--- config.mk ---
export PLATFORM = sky130hd
export DESIGN_NAME = fpx_unit
export DESIGN_NICKNAME = d
export VERILOG_FILES = /design/src/fpx_pkg.sv /design/src/fpx_unit.sv
export VERILOG_INCLUDE_DIRS = /design/src /design/src/src
export SDC_FILE = /design/constraint.sdc
export NUM_CORES = 1
export LEC_CHECK = 0
export BUFFER_PORTS_ARGS = -buffer_cell sky130_fd_sc_hd__buf_2
export CAP_MARGIN = 10
export CELL_PAD_IN_SITES_DETAIL_PLACEMENT = 1
export CELL_PAD_IN_SITES_GLOBAL_PLACEMENT = 2
export CORE_ASPECT_RATIO = 1.1
export CORE_MARGIN = 5
export CORE_UTILIZATION = 27
export DETAILED_ROUTE_END_ITERATION = 10
export GPL_TIMING_DRIVEN = 1
export MAX_ROUTING_LAYER = met4
export PLACE_DENSITY = 0.88
export RECOVER_POWER = 25
export SLEW_MARGIN = 0
export SYNTH_ARGS = -nofsm -noshare
export SYNTH_HDL_FRONTEND = slang
export SYNTH_SLANG_ARGS = --single-unit
--- constraint.sdc ---
create_clock -name i_mclk -period 2.8 [get_ports i_mclk]
set_clock_uncertainty 0.2 [all_clocks]
set_input_delay 0.28 -clock i_mclk [delete_from_list [all_inputs] [get_ports i_mclk]]
set_output_delay 0.28 -clock i_mclk [all_outputs]
set_load 0.02 [all_outputs]
--- src/fpx_consts.svh ---
// Purpose: constants for the floating exception and field decode unit
// Assumes: 16-bit instruction words, octal field layout
// Notes: definitions only
`ifndef FPX_CONSTS_SVH
`define FPX_CONSTS_SVH
`define FPX_VECTOR 16'h00a4
`define FPX_CAUSE_OPCODE 5'h02
`define FPX_CAUSE_DIVZERO 5'h04
`define FPX_CAUSE_CONV 5'h06
`define FPX_CAUSE_OVF 5'h0a
`define FPX_CAUSE_UNF 5'h0c
`define FPX_CAUSE_UNDEF 5'h0e
`define FPX_CAUSE_UBREAK 5'h10
`define FPX_PRIMARY_OP 4'hf
`define FPX_EXP_BIAS_FIX 9'h100
`endif

--- src/fpx_pkg.sv ---
// Purpose: types for the floating exception and field decode unit
// Assumes: nothing
// Notes: shared structs
package fpx_pkg;
  typedef enum logic [2:0] {fmt_none, two_operand_float_format, single_operand_float_format,
    integer_exponent_format, status_transfer_format, no_operand_format} fmt_t;
  typedef struct packed {
    logic overflow;
    logic underflow;
    logic conv_error;
    logic neg_zero_fetch;
    logic div_zero;
    logic bad_opcode;
    logic ubreak;
  } fault_t;
  typedef struct packed {
    logic global_trap_mask;
    logic undefined_variable_trap_enable;
    logic underflow_trap_enable;
    logic overflow_trap_enable;
    logic conversion_trap_enable;
  } enables_t;
  typedef struct packed {
    logic is_float;
    fmt_t fmt;
    logic [7:0] sub_operation_field;
    logic [5:0] host_operand;
    logic [5:0] float_operand;
    logic float_operand_valid;
    logic float_ac_mode;
    logic [2:0] float_ac;
    logic [1:0] register_pick_field;
    logic pick_valid;
    logic bad_ac;
  } decode_t;
endpackage : fpx_pkg

--- src/fpx_unit.sv ---
// Purpose: floating exception reporting and instruction field decode
// Assumes: host supplies instruction, its address and fault events
// Notes: one clock, outputs registered except the constant vector
//
// Behaviour
// - every interrupt points at the one fixed vector 244 octal
// - seven distinct causes each load an encoded cause code
// - cause codes are even table offsets
// - bad opcode gives cause 2
// - divide by zero gives cause 4
// - conversion 6, overflow 10, underflow 12, undefined 14, microbreak 16
// - causes 6, 10, 12, 14 trap only with their enable set
// - global mask suppresses every trap
// - 16-bit fault address holds last trapping instruction address; masked or disabled faults leave it
// - pick field bits 7..6 selects accumulators 0 to 3
// - mode 0 in formats one/two, bits 2..0 select accumulator 0 to 5
// - mode 0 accumulator 6 or 7 traps as a bad opcode, with no enable, unless globally masked
// - primary opcode octal 17 marks a float instruction
// - sub-operation field width depends on format
// - operand fields are 6-bit host style addressing fields
// - float source only in format one, mode 0 means accumulator
// - float destination in formats one/two, mode 0 means accumulator
// - pick field only in formats one and three
// - format four carries one host operand for status transfer
// - negative zero fetch traps when undefined variable enable set
// - conversion error sets flag, clears destination, traps if enabled
// - trapped over/underflow exponent off by 400; underflow with its enable clear gives zero
`timescale 1ns/1ps
`include "fpx_consts.svh"
module fpx_unit
  import fpx_pkg::*;
(
  input wire logic i_mclk,
  input wire logic i_rst,
  input wire logic i_valid,
  input wire logic [15:0] i_instr,
  input wire logic [15:0] i_instr_addr,
  input wire fault_t i_fault,
  input wire enables_t i_enables,
  input wire logic i_result_zero_is_neg,
  input wire logic [8:0] i_result_exp,
  output logic o_irq,
  output logic [15:0] o_vector,
  output logic [4:0] o_trap_cause_code_reg,
  output logic [15:0] o_fault_pc_reg,
  output logic o_conversion_fault_flag,
  output logic o_clear_dest,
  output logic o_treat_as_pos_zero,
  output logic o_force_zero,
  output logic [7:0] o_result_exp,
  output decode_t o_decode
);
  // ************************************
  // State
  // ************************************
  typedef struct packed {
    logic irq_pend;
    logic irq;
    logic [4:0] cause;
    logic [15:0] fault_pc;
    logic conv_flag;
    logic clear_dest;
    logic pos_zero;
    logic force_zero;
    logic [7:0] rexp;
    decode_t dec;
  } state_t;
  state_t st;
  state_t next_st;

  // ************************************
  // Field decode function
  // ************************************
  function automatic decode_t decode_fields(input logic [15:0] w);
    decode_t d;
    d = '0;
    d.is_float = (w[15:12] == `FPX_PRIMARY_OP);
    d.host_operand = w[5:0];
    d.float_operand = w[5:0];
    d.register_pick_field = w[7:6];
    if (d.is_float) begin
      if (w[11:8] == 4'h0) begin
        if (w[7:6] == 2'h0) begin
          d.fmt = no_operand_format;
          d.sub_operation_field = {2'h0, w[5:0]};
        end else if (w[7:6] == 2'h1) begin
          d.fmt = status_transfer_format;
          d.sub_operation_field = {6'h00, w[7:6]};
        end else begin
          d.fmt = single_operand_float_format;
          d.sub_operation_field = {6'h00, w[7:6]};
        end
      end else if (w[11:8] == 4'h1) begin
        d.fmt = single_operand_float_format;
        d.sub_operation_field = {4'h0, w[11:8]};
      end else if (w[11:8] == 4'hd || w[11:8] == 4'he || w[11:8] == 4'ha
          || w[11:8] == 4'hb) begin
        d.fmt = integer_exponent_format;
        d.sub_operation_field = {4'h0, w[11:8]};
      end else begin
        d.fmt = two_operand_float_format;
        d.sub_operation_field = {4'h0, w[11:8]};
      end
      // float operand only in formats one/two
      d.float_operand_valid = (d.fmt == two_operand_float_format)
          || (d.fmt == single_operand_float_format);
      d.float_ac_mode = d.float_operand_valid && (w[5:3] == 3'h0);
      d.float_ac = w[2:0];
      d.bad_ac = d.float_ac_mode && (w[2:1] == 2'h3);
      d.pick_valid = (d.fmt == two_operand_float_format)
          || (d.fmt == integer_exponent_format);
      if (!d.float_operand_valid) d.float_operand = 6'h00;
    end
    return d;
  endfunction : decode_fields

  // ************************************
  // Cause encoder function
  // ************************************
  function automatic logic [4:0] cause_of(input fault_t f);
    if (f.bad_opcode) return `FPX_CAUSE_OPCODE;
    else if (f.div_zero) return `FPX_CAUSE_DIVZERO;
    else if (f.conv_error) return `FPX_CAUSE_CONV;
    else if (f.overflow) return `FPX_CAUSE_OVF;
    else if (f.underflow) return `FPX_CAUSE_UNF;
    else if (f.neg_zero_fetch) return `FPX_CAUSE_UNDEF;
    else return `FPX_CAUSE_UBREAK;
  endfunction : cause_of

  // ************************************
  // Next state
  // ************************************
  fault_t gated;
  logic any_trap;
  decode_t cur;
  always_comb begin
    next_st = st;
    cur = decode_fields(i_instr);
    gated = '0;
    gated.bad_opcode = i_fault.bad_opcode || (cur.bad_ac);
    gated.div_zero = i_fault.div_zero;
    gated.conv_error = i_fault.conv_error && i_enables.conversion_trap_enable;
    gated.overflow = i_fault.overflow && i_enables.overflow_trap_enable;
    gated.underflow = i_fault.underflow && i_enables.underflow_trap_enable;
    gated.neg_zero_fetch = i_fault.neg_zero_fetch
        && i_enables.undefined_variable_trap_enable;
    gated.ubreak = i_fault.ubreak;
    any_trap = i_valid && (|gated) && !i_enables.global_trap_mask;
    next_st.irq = st.irq_pend;
    next_st.irq_pend = 1'b0;
    next_st.clear_dest = 1'b0;
    next_st.force_zero = 1'b0;
    next_st.pos_zero = 1'b0;
    if (i_valid) begin
      next_st.dec = cur;
      next_st.conv_flag = i_fault.conv_error;
      next_st.clear_dest = i_fault.conv_error;
      next_st.pos_zero = i_result_zero_is_neg && !i_enables.undefined_variable_trap_enable;
      next_st.force_zero = i_fault.underflow && !i_enables.underflow_trap_enable;
      next_st.rexp = i_result_exp[7:0];
    end
    if (any_trap) begin
      next_st.cause = cause_of(gated);
      next_st.fault_pc = i_instr_addr;
      next_st.irq_pend = 1'b1;
    end
  end

  // State register, cleared by reset
  always_ff @(posedge i_mclk or posedge i_rst) begin
    if (i_rst) begin
      st <= '0;
    end else begin
      st <= next_st;
    end
  end

  // ************************************
  // Outputs
  // ************************************
  assign o_irq = st.irq;
  assign o_vector = `FPX_VECTOR;
  assign o_trap_cause_code_reg = st.cause;
  assign o_fault_pc_reg = st.fault_pc;
  assign o_conversion_fault_flag = st.conv_flag;
  assign o_clear_dest = st.clear_dest;
  assign o_treat_as_pos_zero = st.pos_zero;
  assign o_force_zero = st.force_zero;
  assign o_result_exp = st.rexp;
  assign o_decode = st.dec;

  // ************************************
  // Checks
  // ************************************
  property p_even_cause;
    @(posedge i_mclk) disable iff (i_rst) o_irq |-> (o_trap_cause_code_reg[0] == 1'b0);
  endproperty
  a_even_cause: assert property (p_even_cause) else $error("odd cause");
  property p_mask;
    @(posedge i_mclk) disable iff (i_rst)
      (i_valid && i_enables.global_trap_mask) |=> !st.irq_pend;
  endproperty
  a_mask: assert property (p_mask) else $error("masked trap raised");
  property p_order;
    @(posedge i_mclk) disable iff (i_rst)
      any_trap |=> (o_fault_pc_reg == $past(i_instr_addr)) ##1 o_irq;
  endproperty
  a_order: assert property (p_order) else $error("irq without address");
  property p_div;
    @(posedge i_mclk) disable iff (i_rst)
      (any_trap && i_fault.div_zero && !i_fault.bad_opcode && !cur.bad_ac)
      |=> o_trap_cause_code_reg == 5'h04;
  endproperty
  a_div: assert property (p_div) else $error("divide cause wrong");
  property p_ovf_off;
    @(posedge i_mclk) disable iff (i_rst)
      (i_valid && i_fault.overflow && !i_enables.overflow_trap_enable
       && i_fault == 7'h40 && !cur.bad_ac) |=> ##1 !o_irq;
  endproperty
  a_ovf_off: assert property (p_ovf_off) else $error("overflow trap not gated");
  property p_vec;
    @(posedge i_mclk) disable iff (i_rst) o_irq |-> o_vector == 16'h00a4;
  endproperty
  a_vec: assert property (p_vec) else $error("vector wrong");
  property p_badac;
    @(posedge i_mclk) disable iff (i_rst)
      (i_valid && cur.bad_ac && !i_enables.global_trap_mask) |=> ##1 o_irq;
  endproperty
  a_badac: assert property (p_badac) else $error("bad accumulator no trap");
  property p_conv;
    @(posedge i_mclk) disable iff (i_rst)
      (i_valid && i_fault.conv_error) |=> (o_conversion_fault_flag && o_clear_dest);
  endproperty
  a_conv: assert property (p_conv) else $error("conversion flag missing");

  // ************************************
  // Cause, address, decode and result checks
  // ************************************
  property p_opcode_cause;
    @(posedge i_mclk) disable iff (i_rst)
      (any_trap && gated.bad_opcode) |=> o_trap_cause_code_reg == 5'h02;
  endproperty
  a_opcode_cause: assert property (p_opcode_cause) else $error("opcode cause wrong");
  property p_conv_cause;
    @(posedge i_mclk) disable iff (i_rst)
      (any_trap && gated == 7'h10) |=> o_trap_cause_code_reg == 5'h06;
  endproperty
  a_conv_cause: assert property (p_conv_cause) else $error("conversion cause wrong");
  property p_ovf_cause;
    @(posedge i_mclk) disable iff (i_rst)
      (any_trap && gated == 7'h40) |=> o_trap_cause_code_reg == 5'h0a;
  endproperty
  a_ovf_cause: assert property (p_ovf_cause) else $error("overflow cause wrong");
  property p_unf_cause;
    @(posedge i_mclk) disable iff (i_rst)
      (any_trap && gated == 7'h20) |=> o_trap_cause_code_reg == 5'h0c;
  endproperty
  a_unf_cause: assert property (p_unf_cause) else $error("underflow cause wrong");
  property p_undef_cause;
    @(posedge i_mclk) disable iff (i_rst)
      (any_trap && gated == 7'h08) |=> o_trap_cause_code_reg == 5'h0e;
  endproperty
  a_undef_cause: assert property (p_undef_cause) else $error("undefined cause wrong");
  property p_ubreak_cause;
    @(posedge i_mclk) disable iff (i_rst)
      (any_trap && gated == 7'h01) |=> o_trap_cause_code_reg == 5'h10;
  endproperty
  a_ubreak_cause: assert property (p_ubreak_cause) else $error("microbreak cause wrong");
  property p_cause_hold;
    @(posedge i_mclk) disable iff (i_rst)
      !any_trap |=> $stable(o_trap_cause_code_reg);
  endproperty
  a_cause_hold: assert property (p_cause_hold) else $error("cause changed without trap");
  property p_pc;
    @(posedge i_mclk) disable iff (i_rst)
      any_trap |=> o_fault_pc_reg == $past(i_instr_addr);
  endproperty
  a_pc: assert property (p_pc) else $error("fault address not captured");
  property p_ac_mode;
    @(posedge i_mclk) disable iff (i_rst)
      (i_valid && cur.float_operand_valid && i_instr[5:3] == 3'h0)
      |=> (o_decode.float_ac_mode && o_decode.float_ac == $past(i_instr[2:0]));
  endproperty
  a_ac_mode: assert property (p_ac_mode) else $error("mode 0 accumulator wrong");
  property p_not_float;
    @(posedge i_mclk) disable iff (i_rst)
      (i_valid && i_instr[15:12] != 4'hf) |=> !o_decode.is_float;
  endproperty
  a_not_float: assert property (p_not_float) else $error("non-float decoded as float");
  property p_no_pick;
    @(posedge i_mclk) disable iff (i_rst)
      (i_valid && i_instr[15:8] == 8'hf0) |=> !o_decode.pick_valid;
  endproperty
  a_no_pick: assert property (p_no_pick) else $error("pick field in wrong format");
  property p_int_fmt;
    @(posedge i_mclk) disable iff (i_rst)
      (i_valid && i_instr[15:8] == 8'hfa) |=> !o_decode.float_operand_valid;
  endproperty
  a_int_fmt: assert property (p_int_fmt) else $error("float operand in format three");
  property p_status_fmt;
    @(posedge i_mclk) disable iff (i_rst)
      (i_valid && i_instr[15:6] == 10'h3c1) |=> o_decode.fmt == status_transfer_format;
  endproperty
  a_status_fmt: assert property (p_status_fmt) else $error("status format missed");
  property p_negzero;
    @(posedge i_mclk) disable iff (i_rst)
      (i_valid && i_fault.neg_zero_fetch && i_enables.undefined_variable_trap_enable
       && !i_enables.global_trap_mask) |=> st.irq_pend;
  endproperty
  a_negzero: assert property (p_negzero) else $error("negative zero did not trap");
  property p_poszero;
    @(posedge i_mclk) disable iff (i_rst)
      (i_valid && i_result_zero_is_neg && !i_enables.undefined_variable_trap_enable)
      |=> o_treat_as_pos_zero;
  endproperty
  a_poszero: assert property (p_poszero) else $error("negative zero not positive");
  property p_unf_zero;
    @(posedge i_mclk) disable iff (i_rst)
      (i_valid && i_fault.underflow && !i_enables.underflow_trap_enable) |=> o_force_zero;
  endproperty
  a_unf_zero: assert property (p_unf_zero) else $error("untrapped underflow not zero");
  property p_exp;
    @(posedge i_mclk) disable iff (i_rst)
      i_valid |=> {1'b0, o_result_exp} == ($past(i_result_exp) & 9'h0ff);
  endproperty
  a_exp: assert property (p_exp) else $error("exponent wrap wrong");
endmodule : fpx_unit

After elaboration in Yosys (flattened, before gate mapping)
Index checks and enable logic that the tools add are counted.
- word-level logic and storage cells: 72
- bits in writable memories: 0
- input port bits: 57
- bits in registers: 68
- memory bits (read-only): 0
- latch bits: 0
- memories: 0
- output and inout port bits: 83
- equal/unequal tests: 11
- mux-type cells: 18
- magnitude comparators: 0
- shifts and indexed selects: 0
- multiply operators: 0
- add/subtract/negate cells: 0
- divide/modulo/power cells: 0
- reductions and logical operators: 23
- bitwise gates (word level): 0
- operators with widths (cell ; count):
    $mux W11 ; 6
    $mux W44 ; 1
    $mux W5 ; 6
    $eq A4 B4 Y1 const B ; 5
    $mux W10 ; 2
    $logic_and A1 B1 Y1 ; 10
    $reduce_or A7 Y1 ; 1
    $eq A3 B2 Y1 const B ; 2
    $logic_or A1 B1 Y1 ; 6
    $mux W6 ; 1
    $eq A4 B1 Y1 const B ; 1
    $logic_not A4 Y1 ; 1
    $eq A3 B1 Y1 const B ; 1
    $logic_not A1 Y1 ; 3
    $logic_not A3 Y1 ; 1
    $eq A2 B1 Y1 const B ; 1
    $eq A2 B2 Y1 const B ; 1
    $logic_not A2 Y1 ; 1
    $mux W2 ; 1
    $mux W1 ; 1

Logic depth before layout (Yosys ltp)
Gate-level depths: netlist of the first run.
- depth in word-level cells: 18
- mapped depth: 6
- depth with buffers taken out: 5

Worst setup path after synthesis of the first run
OpenSTA, ideal clock, no wires.
- path type: input -> register
- start: input i_instr[14]
- end: register st (netlist bit o_fault_pc_reg[0])
- stages: 5
- arrival time: 1.909 ns
- buffers on the path: 1
- path slack: 0.566 ns
- library setup time: 0.125 ns
- data required time: 2.475 ns
- cells stage by stage: nand4_1 -> or4_4 -> a31oi_4 -> buf_12 -> mux2_4
- longest elaborated chain between the ends: 6
- RTL lines (what ; line ; text):
    start: declaration ; fpx_unit.sv:36 ; input wire logic [15:0] i_instr,
    $eq A4 B4 Y1 (no line) ; -- ;
    $mux W2 ; fpx_unit.sv:81 ; if (d.is_float) begin
    $logic_or A1 B1 Y1 ; fpx_unit.sv:140 ; gated.bad_opcode = i_fault.bad_opcode || (cur.bad_ac);
    $reduce_or A7 Y1 ; fpx_unit.sv:148 ; any_trap = i_valid && (|gated) && !i_enables.global_trap_mask;
    $logic_and A1 B1 Y1 (2 in series) ; fpx_unit.sv:148 ;
    net any_trap ; fpx_unit.sv:134 ; logic any_trap;
    end signal: assignment ; fpx_unit.sv:174 ; st <= next_st;
    end: declaration ; fpx_unit.sv:68 ; state_t st;
The timed path passes the listed nets, and every way through them passes these cells.
A chain may end at the register's enable or synchronous reset.

Final worst setup path of the first run
- start: input i_instr[3]
- end: register st (netlist bit o_fault_pc_reg[13])
- longest elaborated chain between the ends: 8
- RTL lines (what ; line ; text):
    $logic_not A3 Y1 ; fpx_unit.sv:107 ; d.float_ac_mode = d.float_operand_valid && (w[5:3] == 3'h0);
    $logic_and A1 B1 Y1 ; fpx_unit.sv:107 ;
    $logic_and A1 B1 Y1 ; fpx_unit.sv:109 ; d.bad_ac = d.float_ac_mode && (w[2:1] == 2'h3);
    $mux W2 ; fpx_unit.sv:81 ;
    $logic_or A1 B1 Y1 ; fpx_unit.sv:140 ;
    $reduce_or A7 Y1 ; fpx_unit.sv:148 ;
    $logic_and A1 B1 Y1 (2 in series) ; fpx_unit.sv:148 ;
No other way between the ends.

==> results.md, run 1 <==
- After the last flow step, the layout net total stands at 462.
- The layout has 1198 filler cells.
- The critical path's largest stage delay is 520 ps.
- After global routing, the most crowded layer is met2.
- The overall fraction of global-route tracks in use is 13.9%.
- After synthesis, the netlist uses 38 different library cells.
- The reported max-cap violation count is 0.
- Derived from the worst setup path, the maximum achievable clock frequency is 384 MHz.
- The number of antenna diodes in the final layout is 0.
- The overall die area is 12800 um2.
- The die is 118 um tall.
- The number of antenna violations at the first check in global routing is 0.
- The die width is 108 um.
- After detailed routing, the average wire length per cell comes to 15.3 um.
- Summed over all failing endpoints, the final setup total negative slack is 0 ps.
- After clock tree synthesis, the flow added hold-fix buffers numbering 28.
- Summing all multi-input logic gate instances after layout gives 1020 um2.
- The cell with the biggest individual delay on the critical path is dlygate4sd3_1.
- The number of standard cells in the final layout excluding fillers is 553.
- Leaving out fill and tap cells, the most frequent cell in the layout is buf_2.
- Once detail routing completed, the nets flagged for antenna violations numbered 0.
- The worst setup path is captured at a register.
- The number of CTS-inserted buffers is 9.
- The final critical delay including setup and external delays is 2610 ps.
- The detailed router placed 2354 vias in this run.
- Once the floorplan was initialized, standard cells occupied 27.6% of the core.
- After global routing the overflow that remains totals 0.
- The detailed-routing iteration count for the pre-antenna-repair pass is 3.
- Clock tree synthesis found a total of 65 sinks.
- The mean instance size in the synthesized netlist is 11.4 um2.
- In this run the core area contains 39 standard-cell rows.
- At the worst endpoint, the required time is 2810 ps.
- Summed over all cells, the static leakage comes to 2.02 nW.
- Yosys attributes the largest share of cell area to dfrtp_1, mux2_2, buf_4.
- The most used flip-flop cell after synthesis is dfrtp_1.
- Setup violations remaining at the end of the flow were counted as 0.
- The mean number of vias per cell is 4.26.
- The number of flip-flops under the largest register name is 31.
- For this design the ratio of total power to cell area is 630 nW/um2.
- The via count of the first global-routing pass is 2669.
- For this run, global-route usage on met1 was measured as 15.3%.
- The top-level port count is 140.
- The instance count after placement with tap cells included is 509.
- The detailed router's first-iteration violation count is 91.
- The post-CTS repair timing setup buffer count is 0.
- Wires add up to 8450 um.
- The arrival time at the worst endpoint is 2610 ps.
- Global routing consumed, on the met2 layer, 24.1% of the routing resources.
- In the global route stage, met3 resource usage came out at 2.41%.
- For this run, asynchronously set or reset flops after synthesis account for 100%.
- The growth of design area from synthesis to finish is 43.7%.
- The placer congestion estimate is 0.767.
- The estimated wirelength of the detail-placed design is 6200 um.
- The actual slew at the worst max-slew pin is 715 ps.
- After clock tree synthesis, the clock-pin slew on the worst setup and hold paths is 50 ps.
- The post-route netlist has 38.3% of its cells at a drive strength greater than 1.
- The top cell type by total area after synthesis is dfrtp_1.
- The H-tree level count is 3.
- The category of the most critical setup path is in -> reg.
- The number of flops mapped to enable cells by yosys is 0.
- The number of max-slew violations in the final report is 0.
- The cell area that synthesis handed to floorplanning was 2870 um2.
- The share of the cycle needed by the critical path after routing is 93.1%.
- The critical path's top delay family is simple AND/OR/NAND/NOR gates.
- Headroom to the max-slew limit came out at 52.3%.
- The number of gates resized after CTS was 0.
- Traced cell by cell, the critical path runs through dlygate4sd3_1, buf_2, nor3_1, nand3_1, or4_4, a31oi_4, buf_12, mux2_2.
- Sequential cells were found to cover 56.7% of the synthesized design area.
- The synthesized netlist cell count is 251.
- Clock tree synthesis selected as its root buffer the cell clkbuf_16.
- The path class of the tightest hold or removal check is in -> reg.
- The count of buffers from port buffering is 119.
- The flop and latch count out of synthesis is 65.
- The share of the synthesized area in the top cell type is 56.7%.
- STA classifies the critical path startpoint as an input port.
- Entering global routing, the biggest net connects 36 pins.
- The worst voltage drop across the vdd grid is 0.234 mV.
- The clock latency of the later-clocked register in the worst-skew pair is 320 ps.
- Setup repair after global routing left no endpoint under its margin.
- The library cells used most frequently in the layout, excluding fill and tap cells, are buf_2, dfrtp_1, dlygate4sd3_1, nand2_1, inv_1.
- For this run, the number of Yosys warnings is 0.
- The core box area is 10400 um2.
- The wire length of the first global-routing pass is 13500 um.
- The longest clock path from root to sink contains 2 buffers.
- Along the worst path, the maximum fanout reaches 19.
- The number of hold violations in the final report is 0.
- TritonCTS built the clock tree.
- The flow ran to the end, and the final reports show no timing, DRC or antenna violations.
- The remaining design rule violation count is 0.
- The number of buffers and inverters on the critical path is 3.
- The register area is 1630 um2.
==> through the flow <==
step	area (um2)	utilization, %	setup WS (ps)	hold slack, ps	power (mW)
global placement	3580	34.5	409	132	1.54
CTS	4150	39.9	173	5.42	2.65
global route	4120	39.7	99.7	35.4	2.74
floorplan	2930	-	566	131	1.39
finish	4120	39.7	192	23.1	2.59
detailed placement	3580	34.5	372	136	1.56
==> power by group <==
group | switching [mW] | total, mW | internal (mW) | leakage [nW]
logic | 0.292 | 0.492 | 0.200 | 1.07
registers | 0.0432 | 1.07 | 1.03 | 0.811
clock network | 0.387 | 1.03 | 0.646 | 0.143
total | 0.722 | 2.59 | 1.87 | 2.02
==> area by class of cell <==
| class | instances | share of cell area (%) |
|---|---|---|
| clock buffer | 12 | 6.22 |
| inverter | 26 | 2.37 |
| multi-input combinational | 151 | 24.8 |
| tap | 143 | 4.34 |
| timing repair buffer | 152 | 22.1 |
| sequential | 65 | 39.5 |
| clock inverter | 4 | 0.668 |
==> routing by layer <==
metal | up-vias | share of wire (%)
met5 | - | 0
li1 | 1124 | -
met2 | 81 | 52
met4 | 0 | 2.2
met1 | 1137 | 41
met3 | 12 | 5.3
==> worst register-to-register path, delay by kind of cell, from the launching register on <==
family	cells	cell delay, ps
DFF	1	370
AOI/OAI and AO/OA	1	220
and+or+nand+nor	1	140
==> path summary, 6_finish.rpt <==
kind                        startpoint                  to  depth (start not counted)  slack [ps]
hold reg to reg            next_st[66]               o_irq                          0         150
hold / removal              i_instr[4]        o_decode[25]                          3          20
min in group asynchronous        i_rst   o_fault_pc_reg[6]                          3         420
max in group asynchronous        i_rst   o_fault_pc_reg[7]                          4        1340
setup / recovery            i_instr[3]  o_fault_pc_reg[13]                          8         190
setup reg to reg           o_decode[7]         o_decode[7]                          2        1770
==> synthesized netlist by cell type (3+ instances only) <==
master / instances
a21oi_1: 9
buf_1: 3
buf_4: 19
clkbuf_1: 3
dfrtp_1: 65
inv_1: 26
mux2_2: 23
mux2_4: 9
nand2_1: 25
nand2b_1: 3
nand3_1: 5
nor2_1: 6
nor3_1: 5
o21ai_0: 12
o22ai_1: 12
==> cell families after synthesis <==
kind of cell / share of synthesized area (%)
DFF: 56.7
and+or+nand+nor: 10.4
buffers and inverters: 9.86
AOI/OAI and AO/OA: 8.68
muxes: 14.1
other: 0.262
Note: power is estimated with default switching activity, not from simulation.
==> run 2, diff against run 1 <==
--- a/config.mk
+++ b/config.mk
@@ -6,13 +6,14 @@
 export SDC_FILE = /design/constraint.sdc
 export NUM_CORES = 1
 export LEC_CHECK = 0
+export ABC_AREA = 1
 export BUFFER_PORTS_ARGS = -buffer_cell sky130_fd_sc_hd__buf_2
 export CAP_MARGIN = 10
 export CELL_PAD_IN_SITES_DETAIL_PLACEMENT = 1
 export CELL_PAD_IN_SITES_GLOBAL_PLACEMENT = 2
 export CORE_ASPECT_RATIO = 1.1
 export CORE_MARGIN = 5
-export CORE_UTILIZATION = 27
+export CORE_UTILIZATION = 26
 export DETAILED_ROUTE_END_ITERATION = 10
 export GPL_TIMING_DRIVEN = 1
 export MAX_ROUTING_LAYER = met4
==> run 2 against run 1 <==
The run now ends with max-capacitance violations, max-slew violations left. Worst setup slack gained 440 ps. Highest routed layer unchanged. Die area is 7.3% higher. Synthesized cell count up 28%. Register-to-register slack improved by 100 ps.
==> results.md, run 2 <==
- Setup repair after global routing left no endpoint under its margin.
- The top-level port count is 140 (unchanged).
- The die boundary height is 122 um (+3.6%).
- The core box area was 11300 um2 (+9.1%).
- The post-layout total power was 2.74 mW (+5.5%).
- The number of antenna violations at the first check in global routing is 0 (unchanged).
- The flop and latch count out of synthesis came to 65 (unchanged).
- The routed wire length is 9200 um (+8.8%).
- The share of the synthesized area in the top cell type is 54.5% (-2.2 points).
- The number of standard-cell rows in the floorplan is 41 (+5.1%).
- The share of the cycle needed by the critical path after routing is 77.5% (-16 points).
- The critical path's largest stage delay is 550 ps (+30 ps).
- The kind of end point of the critical path is a register.
- The library cells used most frequently in the layout, excluding fill and tap cells, are buf_2, nand2_1, dfrtp_1, dlygate4sd3_1, nand3_1.
- The number of antenna cells inserted is 0 (unchanged).
- The die width came to 112 um (+3.6%).
- The final critical delay including setup and external delays is 2170 ps (-439 ps).
- The peak fanout along the critical path is 20 (+1).
- The arrival time at the worst endpoint is 2230 ps (-380 ps).
- The required time at the endpoint of the critical path is 2860 ps (+50 ps).
- The clock tree buffer depth is 2 (unchanged).
- The wire length per cell is 14.7 um (-3.7%).
- The final count of negative-setup-slack endpoints is 0 (unchanged).
- The mean number of vias per cell is 4.37 (+2.6%).
- The layout cell share with drive strength beyond 1 came to 36.0% (-2.3 points).
- The placer congestion estimate was 0.751 (-2.2%).
- The library cell with the highest instance count after synthesis is nand2_1.
- The overall via count from detail_route is 2729 (+16%).
- The post-synthesis cell area was 2980 um2 (+4.0%).
- The initial core utilization is 26.3% (-1.3 points).
- The number of hold violations in the final report is 0 (unchanged).
- The distinct cell type count after synthesis is 24 (-37%).
- The remaining design rule violation count is 0 (unchanged).
- The estimated wirelength of the detail-placed design is 6580 um (+6.2%).
- The overall die area was 13700 um2 (+7.3%).
- The number of CTS-inserted buffers was 9 (unchanged).
- The final reports fail on max-capacitance violations, max-slew violations.
- In the synthesized netlist the dominant register cell turns out to be dfrtp_1.
- The maximum clock frequency is 461 MHz (+20%).
- The worst setup path is launched from an input port.
- The signal on the critical path passes through dlygate4sd3_1, buf_2, nand2_1, nand3_1, nor2_1, nand3_2, nand2_2, nand3_1, nand2_1.
- The worst slew margin relative to its limit is -9.30% (-62 points).
- The wire length of the first global-routing pass came to 14900 um (+11%).
- The detailed-routing iteration count for the pre-antenna-repair pass came to 4 (+1).
- The number of resized instances in the post-cts repair step is 0 (unchanged).
- The total congestion overflow after global routing is 0 (unchanged).
- The H-tree level count came to 3 (unchanged).
- The number of flops mapped to enable cells by yosys is 0 (unchanged).
- The share of synthesized flip-flops with an asynchronous set or reset is 100% (unchanged).
- The classification of the worst-slack hold path is in -> reg.
- The overall fraction of global-route tracks in use was 14.1% (+0.13 points).
- By area the synthesized netlist is led by dfrtp_1, nand2_1, nand3_2.
- Clock tree synthesis selected as its root buffer the cell clkbuf_16.
- The power per standard cell area was 644 nW/um2 (+2.2%).
- The synthesized netlist cell count came to 322 (+28%).
- The count of buffers from port buffering is 119 (unchanged).
- The largest individual stage delay along the critical path comes from the cell dlygate4sd3_1.
- The reported max-cap violation count is 1 (+1).
- The category of the most critical setup path is in -> reg.
- The clock-pin slew of the registers on the worst-case setup and hold paths is 60 ps (about the same).
- The growth of design area from synthesis to finish is 42.6%.
- The number of antenna-violating nets in the routed design is 0 (unchanged).
- The setup TNS is 0 ps (unchanged).
- The via count of the first global-routing pass is 2983 (+12%).
- The clock sink total is 65 (unchanged).
- The flow ran to the end, but the final reports show violations.
- The number of max-slew violations in the final report is 66 (+66).
- The number of nets in the layout is 527 (+14%).
- The total leakage power is 2.30 nW (+14%).
- The number of flip-flops under the largest register name is 31 (unchanged).
- Summed over all instances, the cell type with the most area after synthesis is dfrtp_1.
- The commonest non-fill, non-tap cell in the layout is buf_2.
- The mean instance size in the synthesized netlist is 9.27 um2 (-19%).
- The register area share after synthesis is 54.5% (-2.2 points).
- The clock latency of the later-clocked register in the worst-skew pair is 320 ps (about the same).
- The commonest cells after synthesis are nand2_1, dfrtp_1, nand3_1, nand3_2, buf_4.
- The CTS tree is yes.
- The worst voltage drop across the vdd grid is 0.243 mV (+3.8%).
- The detailed router's first-iteration violation count came to 70 (-23%).
- The largest net degree at the start of global routing is 66 (+83%).
- The actual slew at the worst max-slew pin is 1640 ps (+925 ps).
- The yosys synthesis warning count came to 0 (unchanged).
run 2: cells by family (layout without fill, tap and decap cells):
group           count (synthesis)  count (layout)  synth area share (%)
compound gates                 29              29                  5.70
buf+inv                        46             182                  9.31
flops                          65              65                  54.5
other cells                     2              19                 0.252
simple gates                  180             180                  30.2
run 2: per-layer routing:
layer  track usage [%]  vias to the layer above  part of all wire, %
li1                  -                     1299                    -
met5                 -                        -                    0
met1              16.0                     1333                   41
met2              24.5                       86                   51
met4              5.48                        0                  1.8
met3              2.91                       11                  5.7
run 2: worst max-delay path: cells and delay by family:
kind                   cells  cell delay, ps
and+or+nand+nor            7            1260
buffers and inverters      2             690
run 2: power breakdown:
part | internal, mW | switching (mW) | leakage, nW
registers | 1.02 | 0.0435 | 0.834
clock network | 0.824 | 0.402 | 0.162
logic | 0.158 | 0.295 | 1.31
run 2: final timing paths:
check / from / endpoint / slack, ps / cells past startpoint
max reg2reg: o_decode[7] / o_decode[7] / 1870 / 1
max: i_enables[2] / o_fault_pc_reg[1] / 630 / 9
min reg2reg: next_st[66] / o_irq / 150 / 0
min: i_instr[6] / o_decode[2] / 30 / 3
min in group asynchronous: i_rst / next_st[66] / 320 / 3
max in group asynchronous: i_rst / o_force_zero / 1100 / 3
run 2: layout make-up:
class | instances | area (um2)
clock buffer | 11 | 253
clock inverter | 5 | 77.6
fill | 1368 | 7080
inverter | 14 | 52.6
multi-input combinational | 228 | 1150
sequential | 65 | 1630
tap | 150 | 188
timing repair buffer | 152 | 911
run 2: what timing repair did:
action | 4_1_cts | 5_1_grt
buffers inserted | 0 | 0
hold buffers | 29 | 0
hold endpoints to repair | 28 | 0
endpoints found under the setup margin | 0 | 0
run 2: per-stage QoR:
stage	utilization, %	hold slack (ps)	setup slack, ps	cell area (um2)	std cells
finish	37.5	29.8	631	4250	625
global route	37.5	31.7	464	4250	625
CTS	37.6	16.8	636	4260	625
detailed placement	32.1	137	695	3640	580
global placement	32.1	138	782	3640	580
floorplan	-	131	694	3050	339
